[src/verilog/alsc_pkg.sv]
// Constants shared by the light sensor calibration and sync register block.
package alsc_pkg;
   // Register offsets on the byte-wide register port.
   localparam logic [7:0] ALSC_OFF_ROUTE_HIGH  = 8'he3;
   localparam logic [7:0] ALSC_OFF_REPEAT_RATE = 8'he4;
   localparam logic [7:0] ALSC_OFF_CALIB_CTRL  = 8'he6;
   localparam logic [7:0] ALSC_OFF_SYNC_LOW    = 8'hf2;
   localparam logic [7:0] ALSC_OFF_SYNC_HIGH   = 8'hf3;
   localparam logic [7:0] ALSC_OFF_GOAL_LOW    = 8'hf4;
   localparam logic [7:0] ALSC_OFF_GOAL_HIGH   = 8'hf5;
   localparam logic [7:0] ALSC_OFF_SYNC_CTRL   = 8'hf6;
   localparam logic [7:0] ALSC_OFF_SYNC_CFG    = 8'hf7;

   // Field positions.
   localparam int ALSC_BIT_RC_EN       = 7;
   localparam int ALSC_BIT_AZ_EN       = 6;
   localparam int ALSC_BIT_AGC_EN      = 5;
   localparam int ALSC_BIT_RECAL_EN    = 4;
   localparam int ALSC_BIT_FAST_EVAL   = 7;
   localparam int ALSC_BIT_HOLD        = 1;
   localparam int ALSC_BIT_SW_TRIG     = 0;
   localparam int ALSC_BIT_SYNC_MODE   = 2;
   localparam int ALSC_BIT_SYNC_INVERT = 0;

   // Reset values.
   localparam logic [1:0] ALSC_RST_PD5_ROUTE   = 2'h0;
   localparam logic [1:0] ALSC_RST_PD4_ROUTE   = 2'h3;
   localparam logic [7:0] ALSC_RST_REPEAT_RATE = 8'hff;
   localparam logic       ALSC_RST_RC_EN       = 1'h1;
   localparam logic       ALSC_RST_AZ_EN       = 1'h1;
   localparam logic       ALSC_RST_AGC_EN      = 1'h0;
   localparam logic       ALSC_RST_RECAL_EN    = 1'h1;
   localparam logic [3:0] ALSC_CTRL_RSVD_VAL   = 4'h3;

   // Repetition codes.
   localparam logic [7:0] ALSC_RATE_NEVER = 8'h00;
   localparam logic [7:0] ALSC_RATE_ONCE  = 8'hff;

   // Route encoding of one photodiode field.
   typedef enum logic [1:0] {
      ALSC_ROUTE_NONE = 2'h0,
      ALSC_ROUTE_MOD0 = 2'h1,
      ALSC_ROUTE_MOD1 = 2'h2,
      ALSC_ROUTE_MOD2 = 2'h3
   } alsc_route_e;

   // Period time base: 1.3888 us per count, clock period 10 ns, both in tenths of a nanosecond.
   localparam int ALSC_TICK_TENTH_NS = 13888;
   localparam int ALSC_CLK_TENTH_NS  = 100;
   localparam int ALSC_TICK_CYCLES   = (ALSC_TICK_TENTH_NS + ALSC_CLK_TENTH_NS / 2) / ALSC_CLK_TENTH_NS;
   localparam logic [7:0] ALSC_TICK_LAST = 8'(ALSC_TICK_CYCLES - 1);
   localparam logic [15:0] ALSC_PERIOD_MAX = 16'hffff;
endpackage : alsc_pkg

[src/verilog/alsc_period_meter.sv]
// Time base divider and sync period counter of the light sensor sync logic.
`timescale 1ns/1ns
module alsc_period_meter
   import alsc_pkg::*;
(
   input  wire logic        clk,        // System clock.
   input  wire logic        nrst,       // Synchronous reset, active low.
   input  wire logic        edge_seen,  // One-cycle pulse on each active sync edge.
   output logic [15:0]      period,     // Count captured at the last edge.
   output logic             period_vld  // One-cycle pulse when period is fresh.
);
   typedef struct packed {
      logic [7:0]  div;
      logic [15:0] cnt;
      logic [15:0] period;
      logic        vld;
   } alsc_meter_s;

   alsc_meter_s st_q;
   alsc_meter_s st_d;
   logic        tick;

   always_comb
   begin
      st_d     = st_q;
      tick     = (st_q.div == ALSC_TICK_LAST);
      st_d.vld = 1'b0;
      st_d.div = tick ? '0 : st_q.div + 8'h01;
      // Each edge latches the ticks seen since the previous one and restarts the count.
      if (edge_seen)
      begin
         st_d.period = st_q.cnt;
         st_d.vld    = 1'b1;
         st_d.cnt    = '0;
         st_d.div    = '0;
      end
      else if (tick && st_q.cnt != ALSC_PERIOD_MAX)
      begin
         // Saturate so a stalled sync reads as the longest period, not a short wrapped one.
         st_d.cnt = st_q.cnt + 16'h0001;
      end
   end

   always_ff @(posedge clk)
   begin
      if (!nrst)
         st_q <= '0;
      else
         st_q <= st_d;
   end

   assign period     = st_q.period;
   assign period_vld = st_q.vld;
endmodule : alsc_period_meter

[src/verilog/alsc_regs.sv]
// Calibration scheduling and sync period register bank of the light sensor.
// Notes on behaviour
// - Last step: bits 3:2 route photodiode 5; 00 none, 01-11 modulator 0-2; reset 00.
// - Last step: bits 1:0 route photodiode 4, same encoding; reset 11.
// - Repeat rate, reset ff: 00 never, 01-fe every nth, ff once at start.
// - The repeat interval counts rounds or single steps, chosen by the step flag.
// - Control bit 7, reset 1: residual calibration on each nth repetition.
// - Gain calibration happens only in the first sequencer step.
// - Control bit 6, reset 1: auto-zero calibration on each nth repetition.
// - Control bit 5, reset 0: gain-control calibration on each nth repetition.
// - Control bit 4, reset 1: recalibrate at step start when gain changed.
// - Measured sync period is 16 bits over two bytes, 1.3888 us per count, reset 0.
// - Reading the period high byte clears the hold flag.
// - While hold is set neither period byte updates.
// - Fifteen-bit period target: low byte, then bits 14:8 in bits 6:0; reset 0.
// - Fast bit clear: target compared against measured bits 15:1.
// - Fast bit set: target compared against measured bits 14:0.
`timescale 1ns/1ns
module alsc_regs
   import alsc_pkg::*;
(
   input  wire logic        clk,            // System clock, 100 MHz.
   input  wire logic        nrst,           // Synchronous reset, active low.
   input  wire logic [7:0]  reg_addr,       // Register offset of the access.
   input  wire logic [7:0]  reg_wdata,      // Write data.
   input  wire logic        reg_wr,         // Write strobe, one cycle.
   input  wire logic        reg_rd,         // Read strobe, one cycle.
   output logic [7:0]       reg_rdata,      // Read data, valid the cycle after reg_rd.
   input  wire logic        seq_start,      // Pulse: measurement sequence starts.
   input  wire logic        round_start,    // Pulse: a sequencer round starts.
   input  wire logic        step_start,     // Pulse: a sequencer step starts.
   input  wire logic        step_is_first,  // Level: current step is the first one.
   input  wire logic        gain_changed,   // Level: gain differs from the last step.
   input  wire logic        count_steps_en, // Level: repeat interval counts steps.
   input  wire logic        sync_pin,       // Sync input from the display.
   output logic [1:0]       pd5_route,      // Photodiode 5 route in the last step.
   output logic [1:0]       pd4_route,      // Photodiode 4 route in the last step.
   output logic             cal_residual,   // Pulse: run residual calibration.
   output logic             cal_autozero,   // Pulse: run auto-zero calibration.
   output logic             cal_agc,        // Pulse: run gain-control calibration.
   output logic             cal_gain_recal, // Pulse: recalibrate after a gain change.
   output logic [14:0]      osc_measured,   // Measured period scaled to the target.
   output logic [14:0]      osc_target,     // Period target.
   output logic             osc_slow        // Measured scaled period above the target.
);
   typedef struct packed {
      logic [1:0]  pd5_route;
      logic [1:0]  pd4_route;
      logic [7:0]  repeat_rate;
      logic        rc_en;
      logic        az_en;
      logic        agc_en;
      logic        recal_en;
      logic [15:0] period;
      logic [14:0] target;
      logic        fast_eval;
      logic        hold;
      logic        sw_trig;
      logic        sync_mode;
      logic        sync_invert;
      logic        trig_lvl;
      logic [7:0]  occ_cnt;
      logic        once_done;
      logic        go_rc;
      logic        go_az;
      logic        go_agc;
      logic        go_recal;
      logic [7:0]  rdata;
      logic [14:0] cmp_val;
      logic        slow;
   } alsc_regs_s;

   alsc_regs_s  st_q;
   alsc_regs_s  st_d;
   logic [15:0] meas_period;
   logic        meas_vld;
   logic        trig_now;
   logic        edge_seen;

   function automatic logic hit(input logic [7:0] addr, input logic [7:0] off);
      hit = (addr == off);
   endfunction : hit

   function automatic logic [14:0] scaled(input logic [15:0] per, input logic fast);
      scaled = fast ? per[14:0] : per[15:1];
   endfunction : scaled

   alsc_period_meter u_meter
   (
      .clk        (clk),
      .nrst       (nrst),
      .edge_seen  (edge_seen),
      .period     (meas_period),
      .period_vld (meas_vld)
   );

   // The selected trigger is a software bit or the pin, optionally inverted.
   assign trig_now  = (st_q.sync_mode ? st_q.sw_trig : sync_pin) ^ st_q.sync_invert;
   assign edge_seen = trig_now && !st_q.trig_lvl;

   always_comb
   begin
      logic occ;
      logic nth;
      logic [7:0] cnt_inc;
      occ     = 1'b0;
      nth     = 1'b0;
      cnt_inc = 8'h00;
      st_d = st_q;
      st_d.trig_lvl = trig_now;
      st_d.go_rc    = 1'b0;
      st_d.go_az    = 1'b0;
      st_d.go_agc   = 1'b0;
      st_d.go_recal = 1'b0;

      // Repetition scheduler.
      occ     = count_steps_en ? step_start : round_start;
      cnt_inc = st_q.occ_cnt + 8'h01;
      if (seq_start)
      begin
         st_d.occ_cnt   = '0;
         st_d.once_done = 1'b0;
      end
      if (occ)
      begin
         if (st_q.repeat_rate == ALSC_RATE_NEVER)
         begin
            nth = 1'b0;
         end
         else if (st_q.repeat_rate == ALSC_RATE_ONCE)
         begin
            nth            = !st_q.once_done;
            st_d.once_done = 1'b1;
         end
         else if (cnt_inc >= st_q.repeat_rate)
         begin
            nth          = 1'b1;
            st_d.occ_cnt = '0;
         end
         else
         begin
            st_d.occ_cnt = cnt_inc;
         end
      end
      // Residual trimming rides on the gain calibration, which only exists in the first step.
      st_d.go_rc    = nth && st_q.rc_en && step_is_first;
      st_d.go_az    = nth && st_q.az_en;
      st_d.go_agc   = nth && st_q.agc_en && step_is_first;
      st_d.go_recal = step_start && gain_changed && st_q.recal_en;

      // Period capture, frozen while software holds it.
      if (meas_vld && !st_q.hold)
         st_d.period = meas_period;
      st_d.cmp_val = scaled(st_q.period, st_q.fast_eval);
      st_d.slow    = (st_q.cmp_val > st_q.target);

      // Register writes.
      if (reg_wr)
      begin
         if (hit(reg_addr, ALSC_OFF_ROUTE_HIGH))
         begin
            st_d.pd5_route = reg_wdata[3:2];
            st_d.pd4_route = reg_wdata[1:0];
         end
         if (hit(reg_addr, ALSC_OFF_REPEAT_RATE))
            st_d.repeat_rate = reg_wdata;
         if (hit(reg_addr, ALSC_OFF_CALIB_CTRL))
         begin
            st_d.rc_en    = reg_wdata[ALSC_BIT_RC_EN];
            st_d.az_en    = reg_wdata[ALSC_BIT_AZ_EN];
            st_d.agc_en   = reg_wdata[ALSC_BIT_AGC_EN];
            st_d.recal_en = reg_wdata[ALSC_BIT_RECAL_EN];
         end
         if (hit(reg_addr, ALSC_OFF_SYNC_LOW))
            st_d.period[7:0] = reg_wdata;
         if (hit(reg_addr, ALSC_OFF_SYNC_HIGH))
            st_d.period[15:8] = reg_wdata;
         if (hit(reg_addr, ALSC_OFF_GOAL_LOW))
            st_d.target[7:0] = reg_wdata;
         if (hit(reg_addr, ALSC_OFF_GOAL_HIGH))
         begin
            st_d.target[14:8] = reg_wdata[6:0];
            st_d.fast_eval    = reg_wdata[ALSC_BIT_FAST_EVAL];
         end
         if (hit(reg_addr, ALSC_OFF_SYNC_CTRL))
         begin
            st_d.hold    = reg_wdata[ALSC_BIT_HOLD];
            st_d.sw_trig = reg_wdata[ALSC_BIT_SW_TRIG];
         end
         if (hit(reg_addr, ALSC_OFF_SYNC_CFG))
         begin
            st_d.sync_mode   = reg_wdata[ALSC_BIT_SYNC_MODE];
            st_d.sync_invert = reg_wdata[ALSC_BIT_SYNC_INVERT];
         end
      end

      // Register reads; unmapped offsets read as zero.
      if (reg_rd)
      begin
         st_d.rdata = 8'h00;
         if (hit(reg_addr, ALSC_OFF_ROUTE_HIGH))
            st_d.rdata = {4'h0, st_q.pd5_route, st_q.pd4_route};
         if (hit(reg_addr, ALSC_OFF_REPEAT_RATE))
            st_d.rdata = st_q.repeat_rate;
         if (hit(reg_addr, ALSC_OFF_CALIB_CTRL))
            st_d.rdata = {st_q.rc_en, st_q.az_en, st_q.agc_en, st_q.recal_en, ALSC_CTRL_RSVD_VAL};
         if (hit(reg_addr, ALSC_OFF_SYNC_LOW))
            st_d.rdata = st_q.period[7:0];
         if (hit(reg_addr, ALSC_OFF_SYNC_HIGH))
         begin
            st_d.rdata = st_q.period[15:8];
            st_d.hold  = 1'b0;
         end
         if (hit(reg_addr, ALSC_OFF_GOAL_LOW))
            st_d.rdata = st_q.target[7:0];
         if (hit(reg_addr, ALSC_OFF_GOAL_HIGH))
            st_d.rdata = {st_q.fast_eval, st_q.target[14:8]};
         if (hit(reg_addr, ALSC_OFF_SYNC_CTRL))
            st_d.rdata = {6'h00, st_q.hold, st_q.sw_trig};
         if (hit(reg_addr, ALSC_OFF_SYNC_CFG))
            st_d.rdata = {5'h00, st_q.sync_mode, 1'b0, st_q.sync_invert};
      end
   end

   always_ff @(posedge clk)
   begin
      if (!nrst)
      begin
         st_q             <= '0;
         st_q.pd5_route   <= ALSC_RST_PD5_ROUTE;
         st_q.pd4_route   <= ALSC_RST_PD4_ROUTE;
         st_q.repeat_rate <= ALSC_RST_REPEAT_RATE;
         st_q.rc_en       <= ALSC_RST_RC_EN;
         st_q.az_en       <= ALSC_RST_AZ_EN;
         st_q.agc_en      <= ALSC_RST_AGC_EN;
         st_q.recal_en    <= ALSC_RST_RECAL_EN;
      end
      else
      begin
         st_q <= st_d;
      end
   end

   assign reg_rdata      = st_q.rdata;
   assign pd5_route      = st_q.pd5_route;
   assign pd4_route      = st_q.pd4_route;
   assign cal_residual   = st_q.go_rc;
   assign cal_autozero   = st_q.go_az;
   assign cal_agc        = st_q.go_agc;
   assign cal_gain_recal = st_q.go_recal;
   assign osc_measured   = st_q.cmp_val;
   assign osc_target     = st_q.target;
   assign osc_slow       = st_q.slow;
endmodule : alsc_regs

[config.mk]
export PLATFORM = sky130hd
export DESIGN_NAME = alsc_regs
export DESIGN_NICKNAME = d
export VERILOG_FILES = /design/src/verilog/alsc_pkg.sv /design/src/verilog/alsc_period_meter.sv /design/src/verilog/alsc_regs.sv
export SDC_FILE = /design/constraint.sdc
export NUM_CORES = 1
export LEC_CHECK = 0
export BUFFER_PORTS_ARGS = -buffer_cell sky130_fd_sc_hd__buf_2
export CAP_MARGIN = 20
export CORE_MARGIN = 2
export CORE_UTILIZATION = 55
export CTS_CLUSTER_SIZE = 28
export DETAILED_ROUTE_END_ITERATION = 8
export PLACE_DENSITY_LB_ADDON = 0.08
export SETUP_SLACK_MARGIN = 0.2
export SLEW_MARGIN = 20
export SYNTH_ARGS = -nofsm -noshare
export SYNTH_HDL_FRONTEND = slang
export SYNTH_SLANG_ARGS = --single-unit
[constraint.sdc]
create_clock -name clk -period 2.6 [get_ports clk]
set_input_delay 0.52 -clock clk [delete_from_list [all_inputs] [get_ports clk]]
set_output_delay 0.52 -clock clk [all_outputs]
set_load 0.05 [all_outputs]
==> qor.csv <==
metric;value;unit
post-synth cell types;64;
cts bufs inserted;17;
Synth Cell Area;0.00685;mm²
FP Rows;40;
CTS tree;done;
layout cell share with drive strength beyond 1;19.5;%
hold path depth;3;
GRT Total Usage;26.5;%
vias per inst;5.65;
initial antenna violation count;0;
global placement routability congestion;0.925;
number of flops mapped to enable cells by yosys;0;
hold worst-path end;cal_residual;
DRC errors left;0;
FFs w/ async S/R, synth;0;%
hold path start;step_is_first;
Seq cells post-synth;131;
initial core utilization;56.6;%
worst slew pin tran;0.985;ns
Worst EP arrival;2.64;ns
io pins;74;
period utilization;88.9;%
FF-to-FF setup slack;0.29;ns
final core utilization;64.4;%
VDD IR max;0.567;mV
Fillers;1034;
R2R cell count;10;
Setup-failing EPs final;0;
antenna cells;0;
vias in the first global route;5284;
Final Hold Fails;0;
register area share after synthesis;38.3;%
nature of the critical path startpoint;flip-flop;
number of DRC markers in iteration 0;414;
DR pass1 iterations;5;
DR vias;5541;
ys flop type;dfxtp_1;
die area;0.0134;mm²
RR Endpoint;st_q[32];
Sum Neg Setup Slack;0;ns
root buffer cell;clkbuf_16;
clock-pin slew on the worst setup and hold paths;0.06;ns
largest net degree at the start of global routing;78;
most common cell after layout, fill and taps aside;dfxtp_1;
Post-Syn Nets;821;
Synth warnings;0;
clock skew;0.00536;ns
RSZ-0062 raised after global routing;no;
Gate Count Post-Synth;767;
Core ar.;0.0121;mm²
Layout Nets;854;
kind of critical path;reg -> reg;
critical path data required time;2.93;ns
Max Cap Viol;0;
Detail Route Antenna Nets;0;
first-pass GRT wire length;27.3;mm
type of the tightest min-delay check;in -> reg;
gr ovfl total;0;
input/output buffers;73;
Sink Count;131;
area delta synth->final;13.7;%
Max Transition Viols Final;0;
minimum clock period;2.31;ns
reg-to-reg critical path startpoint;st_q[29];
Syn Area/Cell;8.94;µm²
DRT Wirelength;17.2;mm
Clk Latency, worst-skew pair;0.42;ns
WL/cell;17.5;µm
final instance area;0.00779;mm²
Slew HR;34.3;%
DP Area;0.00707;mm²
# H-tree levels;4;
FMAX;433;MHz
clock buffer depth;2;
P_leak;3.40;nW
Critical Path Sink Type;flip-flop;
die width;116;µm
Detailed Place HPWL;12.3;mm
most frequent cells in the layout;126 x dfxtp_1, 106 x nor2_1, 90 x mux2i_1;
Die H;116;µm
crit path max fanout;5;
outcome;completed;
power per cell area;613;mW/mm²
-- power breakdown --
group | total [mW] | switching (mW) | internal (mW)
combinational | 0.252 | 0.170 | 0.0818
clock | 2.50 | 0.858 | 1.64
sequential | 2.03 | 0.00815 | 2.02
-- critical path, cell delays in order (launching register included) --
cell	delay (ns)
dfxtp_4	0.38
ha_4	0.17
nand3_4	0.11
xnor2_1	0.19
ha_1	0.29
a21oi_1	0.17
nand2_1	0.09
a311oi_2	0.31
buf_4	0.21
o21ai_2	0.09
o211ai_1	0.20
-- cell usage after synthesis (4+ instances only) --
library cell | n | area (µm²)
dfxtp_1 | 131 | 2620
ha_1 | 27 | 338
nand3b_1 | 4 | 30.0
o211ai_1 | 11 | 82.6
nand4_1 | 11 | 68.8
nor2_1 | 108 | 405
nand2b_1 | 8 | 50.1
xnor2_1 | 17 | 149
a221oi_1 | 5 | 43.8
nor4_1 | 7 | 43.8
inv_1 | 30 | 113
buf_4 | 43 | 323
o22ai_1 | 6 | 37.5
nand2_1 | 46 | 173
a22o_1 | 4 | 35.0
xor2_1 | 9 | 78.8
and3_1 | 7 | 43.8
a211oi_1 | 17 | 128
buf_2 | 10 | 50.1
nor2b_1 | 10 | 62.6
nor3_2 | 4 | 40.0
nand3_1 | 20 | 100
o21a_1 | 5 | 37.5
o22a_1 | 4 | 35.0
nor3_1 | 9 | 45.0
a21oi_1 | 23 | 115
mux2i_1 | 90 | 901
o21ai_0 | 24 | 120
clkbuf_1 | 18 | 67.6
nor3b_1 | 4 | 30.0
-- registers in the layout (all words and copies together), names as in the netlist --
| register | count |
|---|---|
| osc_measured | 15 |
| pd4_route | 2 |
| u_meter.st_q | 24 |
| reg_rdata | 8 |
| st_q | 43 |
| cal_residual | 1 |
| pd5_route | 2 |
| osc_target | 15 |
| osc_slow | 1 |
| cal_agc | 1 |
| u_meter.period | 16 |
| cal_gain_recal | 1 |
| u_meter.period_vld | 1 |
| cal_autozero | 1 |
-- cell type report --
type,count,area [µm²],share of cell area (%)
multi-input combinational,530,3720,47.7
tap,168,210,2.70
timing repair buffer,89,495,6.36
clock buffer,21,460,5.91
inverter,31,116,1.49
sequential,131,2640,33.8
clock inverter,10,156,2.01
-- layer usage --
metal  global-route usage, %  up-vias  wire [µm]
li1                        -     2741          -
met1                    34.6     2599       7640
met2                    43.3      171       8210
met3                    6.01       30        868
met4                    9.68        0        481
met5                       0        -          0
-- what timing repair did --
action                                  CTS  global route
hold buffers                              0             0
buffers inserted                          0             2
pin swaps                                 2             6
resized for setup                         5            19
cloned                                    1             0
endpoints found under the hold margin     0             0
endpoints found under the setup margin    8             8
-- worst max-delay path by stage --
stage,from,end,slack (ns)
finish,st_q[29],st_q[32],0.29
global route,st_q[29],st_q[32],0.14
CTS,st_q[32],st_q[32],0.23
detailed placement,st_q[29],st_q[32],0.06
global placement,st_q[29],st_q[34],0.17
floorplan,st_q[31],st_q[31],0.22
-- stage by stage --
stage               cells  setup WS, ns  hold WS [ns]  power (mW)
floorplan             767         0.218         0.426        2.23
global placement      946         0.172         0.448        2.32
detailed placement    946        0.0646         0.456        2.32
CTS                   978         0.226         0.334        4.81
global route          980         0.136         0.352        4.92
finish                980         0.288         0.349        4.78
-- cells by family after synthesis --
family | Yosys count | synth area share, %
simple gates | 263 | 19.2
xor+xnor | 26 | 3.32
mux | 93 | 13.6
flops | 131 | 38.3
fa+ha+maj | 27 | 4.93
buf+inv | 106 | 8.56
compound gates | 121 | 12.0
No activity file was read; power rests on OpenSTA's default activity.
